## src/wdtrf_params.svh

```systemverilog
// constants of the watchdog timer with reset flags
// assumes inclusion by both ends
`ifndef WDTRF_PARAMS_SVH
`define WDTRF_PARAMS_SVH
`define WDTRF_CTRL_IRQF_BIT    7
`define WDTRF_CTRL_IRQE_BIT    6
`define WDTRF_CTRL_SEL3_BIT    5
`define WDTRF_CTRL_UNLOCK_BIT  4
`define WDTRF_CTRL_RSTE_BIT    3
`define WDTRF_STAT_SCAN_BIT    4
`define WDTRF_STAT_WDOG_BIT    3
`define WDTRF_CTRL_RESET       8'h00
`define WDTRF_UNLOCK_CYCLES    3'h4
`define WDTRF_SEL_MAX          4'h9
`define WDTRF_BASE_CYCLES      21'h000800
`define WDTRF_OSC_KHZ          128
`define WDTRF_SYS_KHZ          10000
`endif

```

## src/wdtrf_pkg.sv

```systemverilog
// types of the watchdog timer with reset flags
// assumes wdtrf_params.svh in the include path
package wdtrf_pkg;
    typedef logic [7:0]  wdtrf_byte_type;
    typedef logic [3:0]  wdtrf_sel_type;
    typedef logic [20:0] wdtrf_count_type;
    typedef enum logic [1:0] {
        WDTRF_OP_NONE,
        WDTRF_OP_CTRL,
        WDTRF_OP_STAT
    } wdtrf_op_type;
endpackage

```

## src/wdtrf_if.sv

```systemverilog
// interface joining core end and watchdog end
// assumes one system clock shared by both ends
`timescale 1ns/10ps
interface wdtrf_if;
    import wdtrf_pkg::*;
    logic           restart;
    logic           wrCtrl;
    logic           wrStat;
    wdtrf_byte_type wrData;
    wdtrf_byte_type ctrlRead;
    wdtrf_byte_type statRead;
    logic           irqReq;
    logic           irqAck;
    logic           sysReset;
    modport core (output restart, wrCtrl, wrStat, wrData, irqAck,
                  input ctrlRead, statRead, irqReq, sysReset);
    modport wdog (input restart, wrCtrl, wrStat, wrData, irqAck,
                  output ctrlRead, statRead, irqReq, sysReset);
endinterface

```

## src/wdtrf_watchdog.sv

```systemverilog
// watchdog end: counter, modes, timed unlock, reset flags
// assumes osc tick and scan reset are async pins, fuse static
`timescale 1ns/10ps
`include "wdtrf_params.svh"
module wdtrf_watchdog (
    input  wire logic clk_sys,
    input  wire logic reset,
    input  wire logic powerOnReset,
    input  wire logic oscTick,
    input  wire logic alwaysOnFuse,
    input  wire logic scanResetInstr,
    output logic      wakeRequest,
    wdtrf_if.wdog     bus
);
    import wdtrf_pkg::*;

    function automatic wdtrf_count_type limitOf(input wdtrf_sel_type s);
        wdtrf_sel_type c;
        c = (s > `WDTRF_SEL_MAX) ? `WDTRF_SEL_MAX : s;
        limitOf = `WDTRF_BASE_CYCLES << c;
    endfunction

    ////////////////////////////////////////////////////////////////////
    logic [2:0]      oscSync;
    logic [1:0]      scanSync;
    logic            oscEdge;
    wdtrf_count_type watchdogCounter;
    logic            resetModeEnable;
    logic            irqModeEnable;
    logic            irqFlag;
    wdtrf_sel_type   timeoutSelect;
    logic [2:0]      unlockAge;
    logic            changeUnlock;
    logic            wdogResetFlag;
    logic            scanResetFlag;
    logic            scanSeen;
    logic            pulse;

    wire oscRise   = oscSync[1] & ~oscSync[2];
    wire effRste   = alwaysOnFuse | resetModeEnable | wdogResetFlag;
    wire effIrqe   = irqModeEnable & ~alwaysOnFuse;
    wire running   = effRste | effIrqe;
    wire [20:0] countNext = watchdogCounter + 21'h1;
    wire limitHit  = countNext >= limitOf(timeoutSelect);
    wire expire    = running & oscRise & limitHit;
    wire wrUnlock  = bus.wrCtrl & bus.wrData[`WDTRF_CTRL_UNLOCK_BIT]
                     & bus.wrData[`WDTRF_CTRL_RSTE_BIT];
    wire wrTimed   = bus.wrCtrl & ~bus.wrData[`WDTRF_CTRL_UNLOCK_BIT]
                     & changeUnlock;
    wire doReset   = expire & effRste & ~(effIrqe & ~irqFlag);
    wire doIrq     = expire & effIrqe & ~doReset;
    wire [3:0] newSel = {bus.wrData[`WDTRF_CTRL_SEL3_BIT],
                         bus.wrData[2:0]};
    wire wrIrqEnable = bus.wrData[`WDTRF_CTRL_IRQE_BIT];
    wire wrRste      = bus.wrData[`WDTRF_CTRL_RSTE_BIT];
    wire irqClear    = bus.irqAck |
                       (bus.wrCtrl & bus.wrData[`WDTRF_CTRL_IRQF_BIT]);
    wire wdogClear   = bus.wrStat & ~bus.wrData[`WDTRF_STAT_WDOG_BIT];
    wire scanClear   = bus.wrStat & ~bus.wrData[`WDTRF_STAT_SCAN_BIT];
    wire scanRise    = scanSync[1] & ~scanSeen;
    wire irqPending  = irqFlag | doIrq;
    wire [7:0] ctrlWord = {irqFlag, effIrqe, timeoutSelect[3],
                           changeUnlock, effRste, timeoutSelect[2:0]};
    wire [7:0] statWord = {3'h0, scanResetFlag, wdogResetFlag, 3'h0};

    ////////////////////////////////////////////////////////////////////
    // two-stage synchronisers for oscillator and scan pins
    always_ff @(posedge clk_sys) begin
        oscSync  <= {oscSync[1:0], oscTick};
        scanSync <= {scanSync[0], scanResetInstr};
    end

    // watchdog counter, cleared on restart or expiry
    always_ff @(posedge clk_sys) begin
        if (reset | bus.restart | expire | ~running) begin
            watchdogCounter <= '0;
        end else if (oscRise) begin
            watchdogCounter <= countNext;
        end
    end

    // timed unlock window
    always_ff @(posedge clk_sys) begin
        if (reset) begin
            changeUnlock <= 1'b0;
            unlockAge    <= 3'h0;
        end else if (wrUnlock) begin
            changeUnlock <= 1'b1;
            unlockAge    <= 3'h0;
        end else if (changeUnlock) begin
            unlockAge    <= unlockAge + 3'h1;
            changeUnlock <= (unlockAge + 3'h1 < `WDTRF_UNLOCK_CYCLES)
                            & ~wrTimed;
        end
    end

    // mode enables and timeout select
    always_ff @(posedge clk_sys) begin
        if (reset) begin
            resetModeEnable <= 1'b0;
            timeoutSelect   <= 4'h0;
            irqModeEnable   <= 1'b0;
        end else begin
            if (bus.wrCtrl) begin
                irqModeEnable <= wrIrqEnable;
            end else if (doIrq & effRste) begin
                irqModeEnable <= 1'b0;
            end
            if (wrUnlock) begin
                resetModeEnable <= 1'b1;
            end else if (wrTimed) begin
                resetModeEnable <= wrRste;
                timeoutSelect   <= newSel;
            end else if (bus.wrCtrl & wrRste) begin
                resetModeEnable <= 1'b1;
            end
        end
    end

    // interrupt flag, set beats clear
    always_ff @(posedge clk_sys) begin
        if (reset) begin
            irqFlag <= 1'b0;
        end else if (doIrq) begin
            irqFlag <= 1'b1;
        end else if (irqClear) begin
            irqFlag <= 1'b0;
        end
    end

    // internal reset pulse that sets the flag
    always_ff @(posedge clk_sys) begin
        pulse <= ~reset & doReset;
    end

    // scan request edge detector, idle low
    always_ff @(posedge clk_sys) begin
        if (powerOnReset) begin
            scanSeen <= 1'b0;
        end else begin
            scanSeen <= scanSync[1];
        end
    end

    // watchdog reset flag, set beats clear
    always_ff @(posedge clk_sys) begin
        if (powerOnReset) begin
            wdogResetFlag <= 1'b0;
        end else if (pulse) begin
            wdogResetFlag <= 1'b1;
        end else if (wdogClear) begin
            wdogResetFlag <= 1'b0;
        end
    end

    // scan reset flag, set beats clear
    always_ff @(posedge clk_sys) begin
        if (powerOnReset) begin
            scanResetFlag <= 1'b0;
        end else if (scanRise) begin
            scanResetFlag <= 1'b1;
        end else if (scanClear) begin
            scanResetFlag <= 1'b0;
        end
    end

    ////////////////////////////////////////////////////////////////////
    // one-cycle reset request towards the core
    always_ff @(posedge clk_sys) begin
        bus.sysReset <= ~reset & doReset;
    end

    // interrupt request, shown only while interrupt mode holds
    always_ff @(posedge clk_sys) begin
        bus.irqReq <= ~reset & irqPending & effIrqe;
    end

    // wake request from sleep, follows the interrupt flag
    always_ff @(posedge clk_sys) begin
        wakeRequest <= ~reset & irqPending;
    end

    // control view, enable shown with flag override
    always_ff @(posedge clk_sys) begin
        bus.ctrlRead <= reset ? `WDTRF_CTRL_RESET : ctrlWord;
    end

    // status view, flags survive system reset
    always_ff @(posedge clk_sys) begin
        bus.statRead <= powerOnReset ? 8'h00 : statWord;
    end

endmodule // wdtrf_watchdog

```

## src/flat_wrapper.sv

```systemverilog
// flat-port wrapper written by rule: the top's interface ports become plain ports
module wdtrf_watchdog_flat import wdtrf_pkg::*;
  (clk_sys, reset, powerOnReset, oscTick, alwaysOnFuse, scanResetInstr, wakeRequest, bus_restart, bus_wrCtrl, bus_wrStat, bus_wrData, bus_irqAck, bus_ctrlRead, bus_statRead, bus_irqReq, bus_sysReset);
  wdtrf_if bus_i ();
  input  wire logic clk_sys;
  input  wire logic reset;
  input  wire logic powerOnReset;
  input  wire logic oscTick;
  input  wire logic alwaysOnFuse;
  input  wire logic scanResetInstr;
  output logic wakeRequest;
  input wire logic [$bits(bus_i.restart)-1:0] bus_restart;
  input wire logic [$bits(bus_i.wrCtrl)-1:0] bus_wrCtrl;
  input wire logic [$bits(bus_i.wrStat)-1:0] bus_wrStat;
  input wire logic [$bits(bus_i.wrData)-1:0] bus_wrData;
  input wire logic [$bits(bus_i.irqAck)-1:0] bus_irqAck;
  output wire logic [$bits(bus_i.ctrlRead)-1:0] bus_ctrlRead;
  output wire logic [$bits(bus_i.statRead)-1:0] bus_statRead;
  output wire logic [$bits(bus_i.irqReq)-1:0] bus_irqReq;
  output wire logic [$bits(bus_i.sysReset)-1:0] bus_sysReset;
  assign bus_i.restart = bus_restart;
  assign bus_i.wrCtrl = bus_wrCtrl;
  assign bus_i.wrStat = bus_wrStat;
  assign bus_i.wrData = bus_wrData;
  assign bus_i.irqAck = bus_irqAck;
  assign bus_ctrlRead = bus_i.ctrlRead;
  assign bus_statRead = bus_i.statRead;
  assign bus_irqReq = bus_i.irqReq;
  assign bus_sysReset = bus_i.sysReset;
  wdtrf_watchdog u_core (.clk_sys(clk_sys), .reset(reset), .powerOnReset(powerOnReset), .oscTick(oscTick), .alwaysOnFuse(alwaysOnFuse), .scanResetInstr(scanResetInstr), .wakeRequest(wakeRequest), .bus(bus_i));
endmodule
```

## config.mk

```make
export PLATFORM = sky130hd
export DESIGN_NAME = wdtrf_watchdog_flat
export DESIGN_NICKNAME = d
export VERILOG_FILES = /design/src/wdtrf_pkg.sv /design/src/wdtrf_if.sv /design/src/wdtrf_watchdog.sv /design/src/flat_wrapper.sv
export VERILOG_INCLUDE_DIRS = /design/src
export SDC_FILE = /design/constraint.sdc
export NUM_CORES = 1
export LEC_CHECK = 0
export BUFFER_PORTS_ARGS = -buffer_cell sky130_fd_sc_hd__buf_2
export CAP_MARGIN = 40
export CORE_MARGIN = 5
export CORE_UTILIZATION = 50
export CTS_CLUSTER_SIZE = 8
export DETAILED_ROUTE_END_ITERATION = 7
export PLACE_DENSITY = 0.72
export SLEW_MARGIN = 20
export SYNTH_ARGS = -nofsm -noshare
export SYNTH_HDL_FRONTEND = slang
export SYNTH_SLANG_ARGS = --single-unit
```

## constraint.sdc

```tcl
create_clock -name clk_sys -period 8.48 [get_ports clk_sys]
set_input_delay 0 -clock clk_sys [delete_from_list [all_inputs] [get_ports clk_sys]]
set_output_delay 0 -clock clk_sys [all_outputs]
set_load 0.02 [all_outputs]
```

* Yosys cells after proc, flatten, opt, wreduce, memory -nomap -nowiden
Index checks and enable logic that the tools add are counted.
** Word-level totals
- RAM bits :: 0
- Memory bits (read-only) :: 0
- Bits in latches :: 0
- Memories kept :: 0
- Register bits after elaboration :: 53
- Output and inout bits :: 19
- Bits of input ports :: 18
- Word-level logic and storage cells :: 87
** Cells by class
- Order comparisons :: 3
- Shift operators :: 1
- Eq/ne operators :: 0
- Bitwise logic cells :: 43
- Div/mod/pow operators :: 0
- Multipliers :: 0
- Reductions and logical operators :: 7
- Mux-type cells :: 14
- Add/sub/neg operators :: 2
** Operators by type and width (count)
- bitwise AND 1 bit :: 23
- adder 21 x 1 -> 21 bit, second input constant :: 1
- >= comparator 21 bit :: 1
- left shift 12 x 4 -> 21 bit, first input constant :: 1
- 2-to-1 mux 1 bit :: 13
- NOT 1 bit :: 12
- bitwise OR 1 bit :: 8
- nonzero test 2 bit :: 4
- greater-than comparator 4 bit, second input constant :: 1
- 2-to-1 mux 4 bit :: 1
- adder 3 x 1 -> 3 bit, second input constant :: 1
- < comparator 3 bit, second input constant :: 1
- nonzero test 3 bit :: 1
- AND reduction 2 bit :: 1
- OR reduction 2 bit :: 1

* Depth between registers and ports, before layout
- Depth in word-level cells :: 12
- Depth in mapped cells :: 11
- Mapped depth without buffers :: 10

* Worst setup path before layout
Ideal clock, no wire load.
- Path type :: flip-flop to flip-flop
- Start point :: register u_core.watchdogCounter[3]
- End point :: register u_core.watchdogCounter[0]
- Arrival :: 2.745 ns
- Setup time :: 0.078 ns
- Buffers on the path :: 1
- Slack :: 5.657 ns
- Data required time :: 8.402 ns
- Cell stages (with the launch flop) :: 11
- Clock period less this slack :: 2.823 ns
- Cells stage by stage :: dfxtp_1 -> nand4_2 -> or4_2 -> nor3_1 -> xnor2_1 -> ha_1 -> nand2_1 -> o21ai_0 -> a2111o_1 -> clkbuf_1 -> nor3_1
** Between the ends
- Longest elaborated chain between the ends :: 5
** Ends and longest elaborated chain
- start: declaration :: line wdtrf_watchdog.sv:27 : wdtrf_count_type watchdogCounter;
- start signal: assignment :: line wdtrf_watchdog.sv:78 : watchdogCounter <= countNext;
- adder 21 x 1 -> 21 bit :: line wdtrf_watchdog.sv:43 : wire [20:0] countNext = watchdogCounter + 21'h1;
- named net u_core.countNext[19] :: line wdtrf_watchdog.sv:43
- >= comparator 21 bit :: line wdtrf_watchdog.sv:44 : wire limitHit = countNext >= limitOf(timeoutSelect);
- bitwise AND 1 bit :: line wdtrf_watchdog.sv:45 : wire expire = running & oscRise & limitHit;
- bitwise OR 1 bit (2 in series) :: line wdtrf_watchdog.sv:75 : if (reset | bus.restart | expire | ~running) begin
The timed path passes the listed nets, and every way through them passes these cells.
A chain may end at the register's enable or synchronous reset.

* Worst setup path after layout
- Start point :: register u_core.watchdogCounter[3]
- End point :: register u_core.irqFlag
** Between the ends
- Longest elaborated chain between the ends :: 8
- Elaborated cells between the ends (all ways) :: 10
- Those cells by class :: add/sub: 1; order compare: 1; mux: 1; bitwise: 6; reduce/logical: 1
** Ends and longest elaborated chain
- adder 21 x 1 -> 21 bit (*) :: line wdtrf_watchdog.sv:43
- named net u_core.countNext[19] :: line wdtrf_watchdog.sv:43
- >= comparator 21 bit (*) :: line wdtrf_watchdog.sv:44
- bitwise AND 1 bit (*) :: line wdtrf_watchdog.sv:45
- bitwise AND 1 bit (2 in series) :: line wdtrf_watchdog.sv:50 : wire doReset = expire & effRste & ~(effIrqe & ~irqFlag);
- NOT 1 bit :: line wdtrf_watchdog.sv:51 : wire doIrq = expire & effIrqe & ~doReset;
- bitwise AND 1 bit (*) :: line wdtrf_watchdog.sv:51
- 2-to-1 mux 1 bit or nonzero test 2 bit (tied branches)
- end signal: assignment :: line wdtrf_watchdog.sv:123 : irqFlag <= 1'b0;
- end signal: assignment :: line wdtrf_watchdog.sv:125 : irqFlag <= 1'b1;
- end signal: assignment :: line wdtrf_watchdog.sv:127 : irqFlag <= 1'b0;
- end: declaration :: line wdtrf_watchdog.sv:30 : logic irqFlag;
The timed path passes the listed nets; every way through them passes the cells marked *.

==> results.cfg <==
[synth]
synth_top_area_share_pct = 41.6
ys_ff_latch = 53
avgSynthCellArea_sq_um = 8.76
syn_area_sq_um = 2550
synth_largest_area_cell = dfxtp_1
async_flop_share_pct = 0
ys_top_cells_by_count = dfxtp_1 (53), nand2_1 (27), nor3_1 (20)
synthAdderAreaFrac_pct = 5.89
synth.area.mux_share_pct = 1.18
syn_inst = 291
synth_compound_area_share_pct = 12.1
synth_cell_type_count = 47
yosysWarnings = 0
synth_area_leaders = dfxtp_1 (42%), ha_1 (5.9%), xnor2_1 (4.1%), nand2_1 (4.0%), nor3_1 (3.9%)
synth_top_family_by_area = simple AND/OR/NAND/NOR gates
synth-main-ff-cell = dfxtp_1
synth_edf_count = 0
seq_area_frac_synth_pct = 41.6
synthSimpleGateAreaFrac_pct = 26.2
synth_most_common_cell = dfxtp_1
synthXorXnorAreaFrac_pct = 7.90

[timing]
hold_violations = 0
fin_skew_ns = 0.0104
relSlewSlack_pct = 51.5
rsz0062_at_grt = false
period_share_pct = 43.7
worst_slew_pin_slew_ns = 0.723
post-route-min-period_ns = 3.70
slew_violations = 0
setup_viol = 0
fin_tns_setup_ns = 0
timing.fmax_ghz = 0.270

[layout]
antenna_cells = 0
areaGrowthSynthToFinish_pct = 16.1
multi_input_area_sq_um = 1380
drive_gt1_share_pct = 12.8
seqCellArea_sq_um = 1060
final_nets = 358
num-fill-cells = 454

[floorplan]
core-area_sq_um = 5040
die_y_um = 81.4
ioPinCount = 37
die_x_um = 81.4
row_count = 26
fp.dieArea_sq_um = 6630
initial_core_util_pct = 50.6

[flow_run]
drv_cap = 0

[pwr]
ir_drop_v = 0.0000917
p_leak_nw = 1.14
total_power_mw = 0.483
powerDensity_nw_per_um2 = 163

[clocking]
cts_max_level = 2
cts_buffers = 5
cts_resized = 0
cts_root_buf = clkbuf_8
cts_hold_buf = 12
clock-sinks = 53
clk_pin_slew_ns = 0.09
cts_setup_buffers = 0
cts_tree = done
clk_latency_ns = 0.30
cts_max_path_buffers = 2

[critical_path]
required_ns = 8.68
worst_setup_path_end_kind = flop
path_class = flop to flop
start_kind = flop
r2r_slack_ns = 4.78
cp_max_fo = 6
arrival_ns = 3.90

[global_routing]
antenna_found_initial = 0
grt_max_degree = 22
grt_pass1_vias = 2039
grt_pass1_wl_um = 9100
grtUsageTotal_pct = 17.8
grt-ovfl-total = 0

[detailed_routing]
drtAntennaViolNets = 0
wire_per_inst_um = 12.8
drc = 0
vias = 2126
wl_um = 5100
drt_iter0_drc = 105
via_per_inst = 5.33
drtPass1Iterations = 4

[hold_path]
hold_class = primary input to flop

[place]
dp_hpwl_um = 3590
place.gp.congestion = 0.827
io_buffers = 30

[status]
status = finished, final reports clean
-- cells in the final DEF, fill, tap and decap left out, types with 2 or more instances in the layout --
cell type and instances:
ha_1 12, inv_1 7, or4_1 2, and2_1 2, clkbuf_8 5, xor2_1 11
nand2_1 27, o21ai_0 14, nand3_1 15, nor3_1 20, nand2b_1 5, nor2b_1 14
dlygate4sd3_1 12, nor2_1 17, xnor2_1 12, a21oi_1 10, mux2i_1 3, a22oi_1 2
buf_2 30, nand4_1 6, nor4_1 3, bufinv_16 2, conb_1 6, and4_1 2
dfxtp_1 53, or3_1 7, a211oi_1 11
-- critical path: stages, from the launching register on --
cell and delay, ns:
dfxtp_1 0.45, nand4_2 0.16, or4_2 0.71, nor3_1 0.28, xnor2_1 0.15, ha_1 0.25
nand2_1 0.09, o21ai_0 0.14, a211oi_1 0.60, o22ai_1 0.18, dlygate4sd3_1 0.58
-- layout make-up --
class	count	area share, %
Clock buffer	5	2.32
Multi-Input combinational cell	219	46.7
Timing Repair Buffer	42	9.13
Clock inverter	3	2.20
Sequential cell	53	35.8
Inverter	7	0.888
Tap cell	70	2.96
-- per-layer routing --
metal / part of all wire (%) / track usage, %
met5: 0 / 0
met4: 1.9 / 7.94
met3: 3.9 / 4.06
met2: 47 / 28.7
met1: 47 / 22.5
-- registers in the layout (all words and copies together), names as in the netlist --
name and flops:
u_core.wakeRequest 1, u_core.scanSeen 1, u_core.bus.statRead 2, u_core.resetModeEnable 1, u_core.wdogResetFlag 1, u_core.watchdogCounter 21
u_core.irqFlag 1, u_core.changeUnlock 1, u_core.bus.irqReq 1, u_core.bus.ctrlRead 8, u_core.irqModeEnable 1, u_core.pulse 1
u_core.timeoutSelect 4, u_core.unlockAge 3, u_core.oscSync 3, u_core.scanResetFlag 1, u_core.scanSync 2
-- cells by family after synthesis --
| group | count (synthesis) |
|---|---|
| DFF | 53 |
| xor gates and xnor gates | 23 |
| other | 1 |
| buffers and inverters | 24 |
| and+or+nand+nor | 127 |
| adders and majority gates | 12 |
| AOI/OAI and AO/OA | 48 |
| muxes | 3 |
-- power by group --
| group | switching [mW] | internal, mW |
|---|---|---|
| Clock | 0.0796 | 0.117 |
| Combinational | 0.0168 | 0.0131 |
| Sequential | 0.00336 | 0.253 |
-- worst paths after layout --
path | from | endpoint | cells after the start
max | u_core.watchdogCounter[3]$_SDFFE_PP0P_ | u_core.irqFlag$_SDFFE_PP0P_ | 10
min | bus_wrData[4] | u_core.scanResetFlag$_SDFFE_PP0P_ | 3
max reg2reg | u_core.watchdogCounter[3]$_SDFFE_PP0P_ | u_core.irqFlag$_SDFFE_PP0P_ | 10
min reg2reg | u_core.oscSync[0]$_DFF_P_ | u_core.oscSync[1]$_DFF_P_ | 0
-- stage by stage --
stage / cell area, sq um / cells / hold WS (ns) / setup WS (ns) / utilization, %
3_3_place_gp: 2710 / 379 / 0.104 / 5.27 / 53.7
3_5_place_dp: 2710 / 379 / 0.105 / 5.20 / 53.7
6_report: 2960 / 399 / 0.0474 / 4.78 / 58.7
4_1_cts: 2960 / 399 / 0.0270 / 4.81 / 58.7
2_1_floorplan: 2570 / 296 / 0.0277 / 5.66 / -
5_1_grt: 2960 / 399 / 0.0596 / 4.45 / 58.7
Note: power is estimated with default switching activity, not from simulation.
